**config.mk**
```make
export PLATFORM = sky130hd
export DESIGN_NAME = light_conv_ctrl
export DESIGN_NICKNAME = d
export VERILOG_FILES = /design/src/design/light_conv_pkg.sv /design/src/design/conv_timer.sv /design/src/design/fault_streak.sv /design/src/design/light_conv_ctrl.sv
export VERILOG_INCLUDE_DIRS = /design/src /design/src/design
export SDC_FILE = /design/constraint.sdc
export NUM_CORES = 1
export LEC_CHECK = 0
export BUFFER_PORTS_ARGS = -buffer_cell sky130_fd_sc_hd__buf_4
export CORE_MARGIN = 2
export CORE_UTILIZATION = 38
export CTS_CLUSTER_DIAMETER = 150
export CTS_CLUSTER_SIZE = 10
export DETAILED_ROUTE_END_ITERATION = 16
export PLACE_DENSITY = 0.58
export SYNTH_ARGS = -nofsm -noshare
export SYNTH_HDL_FRONTEND = slang
export SYNTH_SLANG_ARGS = --single-unit
```
**constraint.sdc**
```tcl
create_clock -name clk -period 3.35 [get_ports clk]
set_input_delay 0.67 -clock clk [delete_from_list [all_inputs] [get_ports clk]]
set_output_delay 0.67 -clock clk [all_outputs]
set_load 0.01 [all_outputs]
```
**src/design/light_conv_params.svh**
```systemverilog
`ifndef LIGHT_CONV_PARAMS_SVH
`define LIGHT_CONV_PARAMS_SVH

// ---------------------------------------------------------------
// register indices (byte address = 4 x index)
// ---------------------------------------------------------------
`define RES_IDX        8'h00
`define CFG_IDX        8'h01
`define LOW_IDX        8'h02
`define HIGH_IDX       8'h03
`define IRQ_STAT_IDX   8'h04
`define IRQ_EN_IDX     8'h05
`define IRQ_CLR_IDX    8'h06

// ---------------------------------------------------------------
// configuration field positions
// ---------------------------------------------------------------
`define CFG_RANGE_LSB  12
`define CFG_PERIOD_BIT 11
`define CFG_MODE_LSB   9
`define CFG_OVF_BIT    8
`define CFG_DONE_BIT   7
`define CFG_HIGH_BIT   6
`define CFG_LOW_BIT    5
`define CFG_LATCH_BIT  4
`define CFG_POL_BIT    3
`define CFG_MASK_BIT   2
`define CFG_FAULT_LSB  0

// ---------------------------------------------------------------
// reset values and range codes
// ---------------------------------------------------------------
`define RANGE_AUTO     4'hc
`define RANGE_MAX      4'hb
`define PERIOD_RST     1'b1
`define LATCH_RST      1'b1
`define LOW_LIM_RST    16'h0000
`define HIGH_LIM_RST   16'hbfff
`define IRQ_BITS       4

// ---------------------------------------------------------------
// timing
// ---------------------------------------------------------------
`define CLK_HZ         50000000
`define CONV_SHORT_MS  100
`define CONV_LONG_MS   800

`endif

```
**src/design/light_conv_pkg.sv**
```systemverilog
package light_conv_pkg;

    // conversion mode field encoding
    typedef enum logic [1:0] {
        MODE_OFF  = 2'b00,
        MODE_ONCE = 2'b01,
        MODE_RUN  = 2'b10,
        MODE_RUN2 = 2'b11
    } mode_t;

    // sequencer states
    typedef enum logic {
        ST_IDLE = 1'b0,
        ST_CONV = 1'b1
    } seq_state_t;

    // consecutive measurements needed per fault count choice
    function automatic logic [3:0] faultNeed(input logic [1:0] choice);
        unique case (choice)
            2'b00: faultNeed = 4'h1;
            2'b01: faultNeed = 4'h2;
            2'b10: faultNeed = 4'h4;
            2'b11: faultNeed = 4'h8;
        endcase
    endfunction : faultNeed

endpackage : light_conv_pkg

```
**src/design/conv_timer.sv**
```systemverilog
`timescale 1ns/1ps
module conv_timer
    import light_conv_pkg::*;
#(
    parameter int SHORT_CYCLES = 5000000,
    parameter int LONG_CYCLES  = 40000000
) (
    // clock and reset
    input  wire logic clk,
    input  wire logic reset_n,
    // control
    input  wire logic start,
    input  wire logic cancel,
    input  wire logic longSel,
    // status
    output logic      done
);
    localparam int CNT_W = $clog2(LONG_CYCLES + 1);

    // refuse periods the counter cannot serve, before any simulation starts
    if (SHORT_CYCLES < 1 || LONG_CYCLES < SHORT_CYCLES) begin : g_bad_period
        $error("conv_timer: bad period parameters");
    end

    logic [CNT_W-1:0] countR;   // cycles left in this conversion
    logic             runR;     // conversion in progress

    // reload on start; a restart mid-count simply begins again
    always_ff @(posedge clk or negedge reset_n) begin
        if (!reset_n) begin
            countR <= '0;
            runR   <= 1'b0;
            done   <= 1'b0;
        end else begin
            done <= 1'b0;
            if (start) begin
                countR <= longSel ? CNT_W'(LONG_CYCLES - 1) : CNT_W'(SHORT_CYCLES - 1);
                runR   <= 1'b1;
            end else if (cancel) begin
                runR <= 1'b0;
            end else if (runR) begin
                if (countR == '0) begin
                    runR <= 1'b0;
                    done <= 1'b1;
                end else begin
                    countR <= countR - 1'b1;
                end
            end
        end
    end
endmodule : conv_timer

```
**src/design/fault_streak.sv**
```systemverilog
`timescale 1ns/1ps
module fault_streak
    import light_conv_pkg::*;
(
    // clock and reset
    input  wire logic       clk,
    input  wire logic       reset_n,
    // measurement
    input  wire logic       measured,
    input  wire logic       beyond,
    input  wire logic [1:0] choice,
    // flag
    output logic            flag
);
    logic [3:0] streakR;   // consecutive measurements beyond the limit

    // flag sets only once the streak is long enough and clears on the first measurement within the limit;
    // nothing changes between measurements, so shutdown keeps it
    always_ff @(posedge clk or negedge reset_n) begin
        if (!reset_n) begin
            streakR <= 4'h0;
            flag    <= 1'b0;
        end else if (measured) begin
            if (!beyond) begin
                streakR <= 4'h0;
                flag    <= 1'b0;
            end else begin
                if (streakR != 4'hf)
                    streakR <= streakR + 4'h1;
                if (streakR + 4'h1 >= faultNeed(choice))
                    flag <= 1'b1;
            end
        end
    end
endmodule : fault_streak

```
**src/design/light_conv_ctrl.sv**
```systemverilog
//
// Summary of operation
// - mode 00 off, 01 once, 1x continuous
// - mode field resets to shutdown
// - single-shot mode reads back while converting
// - finished single-shot returns mode to shutdown
// - shutdown keeps ready, limit flags, alert
// - overflow bit recomputed every measurement
// - manual range: transient overload sets overflow
// - auto range: overflow only at maximum range
// - auto overload below max: abort, raise, restart
// - repeat until clean; overflow updated at end
// - ready bit set when conversion completes
// - ready cleared by read or non-shutdown write
// - high flag when result above high limit
// - high flag needs fault-count consecutive hits
// - range code 1100 is auto, reset value
// - fault count codes need 1,2,4,8 hits
// - low flag when result below low limit
// - period bit: 0 short, 1 long, reset 1
//
// Added by the designer: the address map and the AHB-Lite slave port.
`timescale 1ns/1ps
`include "light_conv_params.svh"
module light_conv_ctrl
    import light_conv_pkg::*;
#(
    parameter int SHORT_CYCLES = `CONV_SHORT_MS * (`CLK_HZ / 1000),
    parameter int LONG_CYCLES  = `CONV_LONG_MS * (`CLK_HZ / 1000)
) (
    // clock and reset
    input  wire logic        clk,
    input  wire logic        reset_n,
    // ahb-lite slave
    input  wire logic        hsel,
    input  wire logic [31:0] haddr,
    input  wire logic [1:0]  htrans,
    input  wire logic        hwrite,
    input  wire logic [2:0]  hsize,
    input  wire logic [31:0] hwdata,
    input  wire logic        hready,
    output logic             hreadyout,
    output logic [31:0]      hrdata,
    output logic             hresp,
    // analog front end
    input  wire logic [15:0] sampleValue,
    input  wire logic        overloadIn,
    // status outputs
    output logic             convActive,
    output logic [3:0]       rangeOut,
    output logic             alertOut,
    output logic             irq
);
    // ---------------------------------------------------------------
    // state
    // ---------------------------------------------------------------
    seq_state_t     stateR;            // sequencer state
    mode_t          modeR;             // conversion mode field
    logic [3:0]     rangeChoiceR;      // full-scale range choice
    logic           periodChoiceR;     // conversion period choice
    logic           ovfR;              // overload indicator
    logic           doneBitR;          // conversion done bit
    logic           latchR;            // stored, no behaviour here
    logic           polR;              // stored, no behaviour here
    logic           maskR;             // stored, no behaviour here
    logic [1:0]     faultChoiceR;      // fault count choice
    logic [15:0]    lowLimR;           // low limit
    logic [15:0]    highLimR;          // high limit
    logic [15:0]    resultR;           // last finished result
    logic           overloadSeenR;     // overload during this integration
    logic [`IRQ_BITS-1:0] irqStatR;    // sticky events
    logic [`IRQ_BITS-1:0] irqEnR;      // event enables
    logic           highPrevR;         // for edge detection
    logic           lowPrevR;          // for edge detection
    logic           wrPendR;           // write data phase pending
    logic [7:0]     wrIdxR;            // write register index

    logic           highFlag;          // above high limit bit
    logic           lowFlag;           // below low limit bit
    logic           timerDone;         // conversion time elapsed

    // ---------------------------------------------------------------
    // bus decode
    // ---------------------------------------------------------------
    logic       addrPhase;             // a transfer is taken this edge
    logic [7:0] addrIdx;               // word index of the address
    logic       cfgRead;               // config read taken
    logic       wrCfg;                 // config write data phase
    logic [15:0] cfgWord;              // config read value

    assign addrPhase = hsel && htrans[1] && hready;
    assign addrIdx   = haddr[9:2];
    assign cfgRead   = addrPhase && !hwrite && addrIdx == `CFG_IDX;
    assign wrCfg     = wrPendR && wrIdxR == `CFG_IDX;

    assign cfgWord = {rangeChoiceR, periodChoiceR, modeR, ovfR, doneBitR,
                      highFlag, lowFlag, latchR, polR, maskR, faultChoiceR};

    // ---------------------------------------------------------------
    // sequencer decode
    // ---------------------------------------------------------------
    logic autoRange;                   // automatic ranging selected
    logic abortConv;                   // overload step-up restart
    logic measDone;                    // a measurement finished cleanly
    logic stopReq;                     // host asked for shutdown
    logic startConv;                   // timer (re)start

    assign autoRange = rangeChoiceR == `RANGE_AUTO;
    assign stopReq   = stateR == ST_CONV && modeR == MODE_OFF;
    assign abortConv = stateR == ST_CONV && !stopReq && autoRange
                       && overloadIn && rangeOut < `RANGE_MAX;
    assign measDone  = stateR == ST_CONV && timerDone && !abortConv && !stopReq;
    assign startConv = (stateR == ST_IDLE && modeR != MODE_OFF) || abortConv
                       || (measDone && modeR[1]);

    // ---------------------------------------------------------------
    // ahb-lite slave: zero wait, registered read data
    // ---------------------------------------------------------------
    always_ff @(posedge clk or negedge reset_n) begin
        if (!reset_n) begin
            hreadyout <= 1'b1;
            hresp     <= 1'b0;
            hrdata    <= 32'h0000_0000;
            wrPendR   <= 1'b0;
            wrIdxR    <= 8'h00;
        end else begin
            hreadyout <= 1'b1;
            hresp     <= 1'b0;
            wrPendR   <= addrPhase && hwrite;
            wrIdxR    <= addrIdx;
            if (addrPhase && !hwrite) begin
                // unmapped addresses read as zero
                unique case (addrIdx)
                    `RES_IDX:      hrdata <= {16'h0000, resultR};
                    `CFG_IDX:      hrdata <= {16'h0000, cfgWord};
                    `LOW_IDX:      hrdata <= {16'h0000, lowLimR};
                    `HIGH_IDX:     hrdata <= {16'h0000, highLimR};
                    `IRQ_STAT_IDX: hrdata <= {28'h0000000, irqStatR};
                    `IRQ_EN_IDX:   hrdata <= {28'h0000000, irqEnR};
                    default:       hrdata <= 32'h0000_0000;
                endcase
            end
        end
    end

    // ---------------------------------------------------------------
    // writable configuration fields
    // ---------------------------------------------------------------
    always_ff @(posedge clk or negedge reset_n) begin
        if (!reset_n) begin
            rangeChoiceR  <= `RANGE_AUTO;
            periodChoiceR <= `PERIOD_RST;
            latchR        <= `LATCH_RST;
            polR          <= 1'b0;
            maskR         <= 1'b0;
            faultChoiceR  <= 2'b00;
            lowLimR       <= `LOW_LIM_RST;
            highLimR      <= `HIGH_LIM_RST;
            irqEnR        <= '0;
        end else if (wrPendR) begin
            if (wrCfg) begin
                // reserved range codes are refused, the old choice stays
                if (hwdata[`CFG_RANGE_LSB+:4] <= `RANGE_AUTO)
                    rangeChoiceR <= hwdata[`CFG_RANGE_LSB+:4];
                periodChoiceR <= hwdata[`CFG_PERIOD_BIT];
                latchR        <= hwdata[`CFG_LATCH_BIT];
                polR          <= hwdata[`CFG_POL_BIT];
                maskR         <= hwdata[`CFG_MASK_BIT];
                faultChoiceR  <= hwdata[`CFG_FAULT_LSB+:2];
            end
            if (wrIdxR == `LOW_IDX)
                lowLimR <= hwdata[15:0];
            if (wrIdxR == `HIGH_IDX)
                highLimR <= hwdata[15:0];
            if (wrIdxR == `IRQ_EN_IDX)
                irqEnR <= hwdata[`IRQ_BITS-1:0];
        end
    end

    // ---------------------------------------------------------------
    // mode field: host writes win over the single-shot return
    // ---------------------------------------------------------------
    always_ff @(posedge clk or negedge reset_n) begin
        if (!reset_n) begin
            modeR <= MODE_OFF;
        end else if (wrCfg) begin
            modeR <= mode_t'(hwdata[`CFG_MODE_LSB+:2]);
        end else if (measDone && modeR == MODE_ONCE) begin
            modeR <= MODE_OFF;
        end
    end

    // ---------------------------------------------------------------
    // sequencer state and active range
    // ---------------------------------------------------------------
    always_ff @(posedge clk or negedge reset_n) begin
        if (!reset_n) begin
            stateR     <= ST_IDLE;
            convActive <= 1'b0;
            rangeOut   <= 4'h0;
        end else begin
            unique case (stateR)
                ST_IDLE: begin
                    if (modeR != MODE_OFF) begin
                        stateR     <= ST_CONV;
                        convActive <= 1'b1;
                    end
                end
                ST_CONV: begin
                    // single-shot keeps reading back 01 until it ends
                    if (stopReq || (measDone && modeR == MODE_ONCE)) begin
                        stateR     <= ST_IDLE;
                        convActive <= 1'b0;
                    end
                end
            endcase
            // auto ranging always climbs from the lowest range
            if (abortConv)
                rangeOut <= rangeOut + 4'h1;
            else if (startConv)
                rangeOut <= autoRange ? 4'h0 : rangeChoiceR;
        end
    end

    conv_timer #(
        .SHORT_CYCLES (SHORT_CYCLES),
        .LONG_CYCLES  (LONG_CYCLES)
    ) u_timer (
        .clk     (clk),
        .reset_n (reset_n),
        .start   (startConv),
        .cancel  (stopReq),
        .longSel (periodChoiceR),
        .done    (timerDone)
    );

    // ---------------------------------------------------------------
    // measurement results and overload indicator
    // ---------------------------------------------------------------
    always_ff @(posedge clk or negedge reset_n) begin
        if (!reset_n) begin
            overloadSeenR <= 1'b0;
            ovfR          <= 1'b0;
            resultR       <= 16'h0000;
        end else begin
            // any overload during integration counts, even a spike
            if (startConv)
                overloadSeenR <= 1'b0;
            else if (stateR == ST_CONV && overloadIn)
                overloadSeenR <= 1'b1;
            // updated only when a measurement ends, not on abort
            if (measDone) begin
                resultR <= sampleValue;
                if (autoRange)
                    ovfR <= (overloadSeenR || overloadIn)
                            && rangeOut == `RANGE_MAX;
                else
                    ovfR <= overloadSeenR || overloadIn;
            end
        end
    end

    // ---------------------------------------------------------------
    // conversion done bit: a completion beats a clearing access
    // ---------------------------------------------------------------
    always_ff @(posedge clk or negedge reset_n) begin
        if (!reset_n)
            doneBitR <= 1'b0;
        else if (measDone)
            doneBitR <= 1'b1;
        else if (cfgRead || (wrCfg && hwdata[`CFG_MODE_LSB+:2] != MODE_OFF))
            doneBitR <= 1'b0;
    end

    // ---------------------------------------------------------------
    // limit comparison flags, only moved by measurements
    // ---------------------------------------------------------------
    fault_streak u_high (
        .clk      (clk),
        .reset_n  (reset_n),
        .measured (measDone),
        .beyond   (sampleValue > highLimR),
        .choice   (faultChoiceR),
        .flag     (highFlag)
    );

    fault_streak u_low (
        .clk      (clk),
        .reset_n  (reset_n),
        .measured (measDone),
        .beyond   (sampleValue < lowLimR),
        .choice   (faultChoiceR),
        .flag     (lowFlag)
    );

    // ---------------------------------------------------------------
    // interrupts: done, overflow, high rise, low rise
    // ---------------------------------------------------------------
    logic [`IRQ_BITS-1:0] irqEvents;   // one-cycle event pulses
    logic [`IRQ_BITS-1:0] irqClear;    // write-one-to-clear mask

    assign irqEvents = {lowFlag & ~lowPrevR, highFlag & ~highPrevR,
                        measDone & (overloadSeenR | overloadIn), measDone};
    assign irqClear  = (wrPendR && wrIdxR == `IRQ_CLR_IDX) ?
                       hwdata[`IRQ_BITS-1:0] : '0;

    // set wins over clear so no event is lost
    always_ff @(posedge clk or negedge reset_n) begin
        if (!reset_n) begin
            irqStatR  <= '0;
            highPrevR <= 1'b0;
            lowPrevR  <= 1'b0;
            irq       <= 1'b0;
            alertOut  <= 1'b0;
        end else begin
            irqStatR  <= (irqStatR & ~irqClear) | irqEvents;
            highPrevR <= highFlag;
            lowPrevR  <= lowFlag;
            irq       <= |(irqStatR & irqEnR);
            alertOut  <= highFlag | lowFlag;
        end
    end
endmodule : light_conv_ctrl

```
==> run_results.csv, run 1 <==
group,metric,value,unit
floorplanning,pin_count,132,
detailed_routing,wl_per_cell,15.6,um
clocking,post_cts_resized,0,
power_and_ir_drop,swShare,23.7,%
sta,period_needed,2730,ps
power_and_ir_drop,ir_worst_vdd,0.304,mV
critical_path,slowest_stage,"or4b_1",
power_and_ir_drop,clkPwrFrac,46.9,%
critical_path,path_buf_inv,0,
placed_design,placed_cells_incl_taps,1095,
detailed_routing,wl_met3,818,um
logic_synthesis,syn_inst,776,
sta,tns,0,ps
layout,layout-drive-gt1-share,18.9,%
power_and_ir_drop,power_density,510,mW/mm^2
logic_synthesis,synth_area_leaders,"dfrtp_1 42%, ha_1 7.4%, dfstp_2 6.7%, nand2_1 6.2%, o21ai_0 4.7%",
layout,syn_to_final_growth,20.1,%
detailed_routing,drt_first_pass_iters,5,
detailed_routing,routed_via_density,5.05,
logic_synthesis,synth_top_area_share,42.1,%
logic_synthesis,synthFlopType,"dfrtp_1",
clocking,path_clk_slew,60,ps
critical_path,end_kind,"flop",
global_routing,grt-ovfl-total,0,
clocking,htree_levels,4,
sta,tightest_slew,815,ps
clocking,hold_buffers,0,
sta,period_share,81.6,%
power_and_ir_drop,switchingPower,1.08,mW
critical_path,crit_arrival,3030,ps
detailed_routing,drt_iter0_drc,301,
power_and_ir_drop,p_int,3.47,mW
global_routing,grt_max_degree,65,
logic_synthesis,ys_seq_elements,144,
sta,relSlewSlack,45.5,%
placed_design,place_ws,597,ps
logic_synthesis,synth_edf_count,0,
global_routing,grt_first_pass_wirelength,29200,um
sta,fin_hold_ws,185,ps
floorplanning,coreArea,0.0193,sq mm
logic_synthesis,avgSynthCellArea,9.59,sq um
detailed_routing,vias,5686,
placed_design,hpwl,12700,um
floorplanning,start_util,38.5,%
job,maxCapViolations,0,
detailed_routing,drt_wl_total,17600,um
logic_synthesis,seq_area_frac_synth,48.8,%
floorplanning,fp.dieH,144,um
critical_path,crit_fanout,13,
logic_synthesis,async_reset_ff_share,100,%
clocking,clockBufferDepth,2,
global_routing,grtUsageTotal,18.3,%
critical_path,cp_data_required_time,3650,ps
critical_path,r2r-start,"u_timer.countR[10]",
critical_path,crit_path_cell_trace,"or4_4 > or4b_1 > o211ai_2 > or3_1 > xor2_1 > nand2_1",
critical_path,crit_family,"simple AND/OR/NAND/NOR gates",
global_routing,grt_pass1_vias,5700,
sta,drv_slew,0,
detailed_routing,top_layer,"met4",
clocking,clkLatencyLatePin,420,ps
sta,hold_viol_final,0,
hold_path,hp-class,"in2async",
critical_path,critPathMaxStageDelay,690,ps
sta,rsz0062_at_grt,"false",
sta,postLayoutSetupSlackWorst,617,ps
clocking,cts_tree,"done",
detailed_routing,wl_met2,8330,um
detailed_routing,drt-met1-wl,8140,um
power_and_ir_drop,seq_power_share,42.4,%
clocking,clock_sinks,144,
logic_synthesis,yosysMostFrequentCell,"dfrtp_1",
sta,fmax,366,MHz
sta,setup_viol,0,
logic_synthesis,syn_area,0.00744,sq mm
logic_synthesis,yosysWarnings,0,
layout,final_util,46.2,%
placed_design,port_buffers,69,
detailed_routing,ant_nets,0,
critical_path,timing.rr.end,"u_timer.countR[4]",
critical_path,r2r_slack,620,ps
clocking,ctsRootBufferMaster,"clkbuf_16",
placed_design,place_congestion,0.860,
sta,clock-skew-final,6.84,ps
layout,diodes,0,
floorplanning,die-area,0.0207,sq mm
clocking,post_cts_buffers,0,
critical_path,cp-start-kind,"flop",
global_routing,antenna_found_initial,0,
power_and_ir_drop,p_leak,4.17,nW
layout,final_nets,984,
logic_synthesis,synth_top_area_cell,"dfrtp_1",
critical_path,worstRegToRegCells,6,
critical_path,crit_type,"reg2reg",
layout,stdcell_count,1127,
clocking,numCtsBuffers,17,
detailed_routing,drc,0,
power_and_ir_drop,power.share.combinational,10.7,%
logic_synthesis,synth_cell_types,55,
run_status,status,"finished, final reports clean",
logic_synthesis,synthTopCellsByCount,"125 x dfrtp_1, 123 x nand2_1, 70 x o21ai_0, 49 x a21oi_1, 48 x inv_1",
floorplanning,die_w,144,um
floorplanning,rows,51,
## how the worst max path moves through the flow
| stage | from | end | depth (start not counted) |
|---|---|---|---|
| 3_3_place_gp | u_timer.countR[10] | u_timer.countR[4] | 6 |
| 2_1_floorplan | haddr[5] | hrdata[0] | 6 |
| 4_1_cts | u_timer.countR[10] | u_timer.countR[4] | 6 |
| 5_1_grt | u_timer.countR[10] | u_timer.countR[4] | 6 |
| 6_report | u_timer.countR[10] | u_timer.countR[4] | 6 |
| 3_5_place_dp | u_timer.countR[10] | u_timer.countR[4] | 6 |
## layout by cell type (no fill, tap or decap), types with 14 or more instances in the layout
cell       netlist  final
a21oi_1         49     49
a221oi_1        17     17
a22o_1          16     16
buf_4           18     85
clkbuf_16        0     17
conb_1           2     18
dfrtp_1        125    125
dfstp_2         19     19
ha_1            44     44
inv_1           48     48
mux2_2          17     17
nand2_1        123    123
nand3_1         14     14
nor2_1          45     45
nor3_1          15     15
o21ai_0         70     69
xnor2_1         15     15
## power by group through the flow
stage | combinational, mW | clock [mW] | sequential [mW]
detailed placement | 0.494 | 0 | 1.96
finish | 0.486 | 2.14 | 1.93
CTS | 0.496 | 2.18 | 1.93
floorplan | 0.311 | 0 | 1.95
global placement | 0.488 | 0 | 1.96
global route | 0.555 | 2.25 | 1.95
## kinds of logic (layout without fill, tap and decap cells)
family | count (synthesis) | in the layout | synth area share [%]
and+or+nand+nor | 255 | 255 | 16.2
DFF | 144 | 144 | 48.8
AOI/OAI and AO/OA | 191 | 191 | 15.9
muxes | 18 | 18 | 2.71
adders and majority gates | 44 | 44 | 7.40
buffers and inverters | 97 | 167 | 5.97
xor gates and xnor gates | 25 | 25 | 2.94
other | 2 | 18 | 0.101
## cell type report
type                    count  area [sq um]
fillers                  1833         10400
flip-flops and latches    144          3630
multi-input cells         551          3450
repair buffers             87           669
clock buffers              23           498
well taps                 265           332
inverters                  48           180
clock inverters             9           176
## layer usage
metal,up-vias,GRT usage [%]
met5,-,0
met4,0,5.93
met3,16,4.77
met2,115,29.7
met1,2726,23.8
li1,2829,-
## registers in the layout (all words and copies together), names as in the netlist, 4 cells and up
signal          cells
irqStatR            4
rangeChoiceR        4
highLimR           16
u_high.streakR      4
hrdata             16
wrIdxR              8
u_timer.countR     26
rangeOut            4
lowLimR            16
irqEnR              4
u_low.streakR       4
resultR            16
## per-stage QoR
step	power, mW	area, sq um
after floorplan	2.26	7500
after global placement	2.44	8260
after detailed placement	2.45	8260
after CTS	4.61	8930
after global routing	4.75	8930
final	4.55	8930
(Power assumes the default switching activity.)
==> run 2, diff against run 1 <==
Settings changed: PLACE_DENSITY 0.58 to 0.6.
Clock period 3.35 ns to 2.4 ns, I/O delays scaled along.
==> run 2 against run 1 <==
Register-to-register slack lost 600 ps. Maximum frequency grew 15%. Core utilization grew 1.8 points. Non-clock buffer count grew 32. Largest cell class unchanged.
==> run_results.csv, run 2 (synthesis results as in run 1) <==
group,metric,value,unit
critical_path,slowest_stage,"or4_4",
clocking,ctsRootBufferMaster,"clkbuf_16",
floorplanning,die_w,144,um
detailed_routing,routed_via_density,5.09,
floorplanning,pin_count,132,
power_and_ir_drop,ir_worst_vdd,0.337,mV
clocking,cts_tree,"done",
critical_path,critPathMaxStageDelay,540,ps
detailed_routing,drc,0,
placed_design,place_congestion,0.805,
floorplanning,start_util,38.5,%
job,maxCapViolations,0,
clocking,htree_levels,4,
sta,relSlewSlack,59.9,%
detailed_routing,vias,5896,
layout,syn_to_final_growth,24.7,%
clocking,clock_sinks,144,
layout,final_util,48.0,%
layout,multiInputGateArea,0.00351,sq mm
layout,nFillCells,1823,
power_and_ir_drop,power_density,671,mW/mm^2
critical_path,crit_arrival,2730,ps
layout,largest_reg_flops,26,
sta,tightest_slew,601,ps
global_routing,grt_pass1_vias,5814,
floorplanning,die-area,0.0207,sq mm
clocking,numCtsBuffers,17,
critical_path,critPathMostFrequentCell,"buf_4",
power_and_ir_drop,p_total,6.23,mW
detailed_routing,drt_iter0_drc,268,
floorplanning,fp.dieH,144,um
placed_design,port_buffers,69,
sta,period_needed,2380,ps
layout,diodes,0,
global_routing,grt_first_pass_wirelength,29200,um
sta,drv_slew,0,
clocking,clockBufferDepth,2,
layout,seqCellArea,0.00363,sq mm
clocking,path_clk_slew,60,ps
sta,period_share,99.1,%
hold_path,hp-class,"in2async",
detailed_routing,drt_first_pass_iters,5,
layout,layout-drive-gt1-share,22.9,%
floorplanning,coreArea,0.0193,sq mm
detailed_routing,drt_wl_total,18000,um
critical_path,crit_type,"reg2reg",
critical_path,r2r_slack,20,ps
floorplanning,rows,51,
layout,final_nets,1016,
sta,hold_viol_final,0,
detailed_routing,ant_nets,0,
critical_path,crit_path_cell_trace,"or4_4 > buf_4 > nand2b_1 > or3_4 > buf_4 > or3_1 > xor2_1 > nor2_1",
critical_path,crit_fanout,4,
sta,clock-skew-final,8.22,ps
sta,fmax,420,MHz
clocking,clkLatencyLatePin,430,ps
critical_path,crit_family,"simple AND/OR/NAND/NOR gates",
global_routing,grt_max_degree,54,
global_routing,grt-ovfl-total,0,
run_status,status,"finished, final reports clean",
critical_path,end_kind,"flop",
detailed_routing,wl_per_cell,15.5,um
power_and_ir_drop,p_leak,4.33,nW
clocking,hold_buffers,0,
sta,setup_viol,0,
layout,regMostFlops,"u_timer.countR",
critical_path,cp-start-kind,"flop",
critical_path,cp_data_required_time,2750,ps
layout,final_common_cell,"dfrtp_1",
global_routing,antenna_found_initial,0,
critical_path,path_buf_inv,2,
layout,mostFrequentLayoutCells,"125 x dfrtp_1, 123 x nand2_1, 107 x buf_4, 70 x o21ai_0, 49 x a21oi_1",
placed_design,hpwl,12800,um
global_routing,grtUsageTotal,18.2,%
sta,rsz0062_at_grt,"true",
run 2: cell count changes in the layout (fill, tap and decap cells not counted), moves of 2 or more:
| cell | previous run | this run |
|---|---|---|
| bufinv_16 | 5 | 3 |
| nor4_1 | 5 | 3 |
| buf_12 | 1 | 10 |
| nor3_1 | 15 | 12 |
| nor4_2 | 0 | 2 |
| buf_4 | 85 | 107 |
| clkbuf_8 | 5 | 1 |
| clkinv_2 | 2 | 4 |
| nor3_2 | 1 | 3 |
| clkinvlp_4 | 1 | 5 |
| or4b_1 | 4 | 2 |
| or4b_4 | 0 | 2 |
run 2: layer usage:
layer	up-vias	GRT usage, %	wire (um)
li1	2904	-	-
met2	135	30.4	8710
met4	0	6.14	261
met5	-	0	0
met1	2834	23.2	8180
met3	23	4.13	850
run 2: where the power goes:
part	internal [mW]	switching [mW]
combinational	0.406	0.449
sequential	2.58	0.101
clock	1.66	1.04
run 2: area by class of cell:
type                    count  area share, %
flip-flops and latches    144           39.1
multi-input cells         551           37.8
repair buffers            119           11.1
clock buffers              18           4.73
well taps                 265           3.57
inverters                  48           1.94
clock inverters            14           1.78
run 2: final timing paths:
check                                        from                  to  depth (start not counted)
worst min-delay path                      reset_n             wrPendR                          1
worst min register to register           lowPrevR         irqStatR[3]                          1
worst max register to register  u_timer.countR[5]  u_timer.countR[13]                          8
min in group clk                         haddr[9]           wrIdxR[7]                          1
worst max-delay path            u_timer.countR[5]  u_timer.countR[13]                          8
max in group asynchronous                 reset_n         highLimR[2]                          2
run 2: per-stage QoR:
stage	instance area, sq um	setup slack, ps	setup TNS [ps]	hold slack [ps]	cells
final	9280	21.2	0	6.44	1159
after global routing	9280	-56.2	-385	37.2	1159
after CTS	9220	-11.0	-11.0	20.9	1158
after detailed placement	8600	1.34	0	424	1126
after global placement	8600	-1.76	-1.76	401	1126
after floorplan	7500	54.1	0	184	792
run 2: what timing repair did:
action,CTS,global route
endpoints found under the setup margin,9,24
setup buffers,0,1
pin swaps,1,10
gates resized for setup,3,10
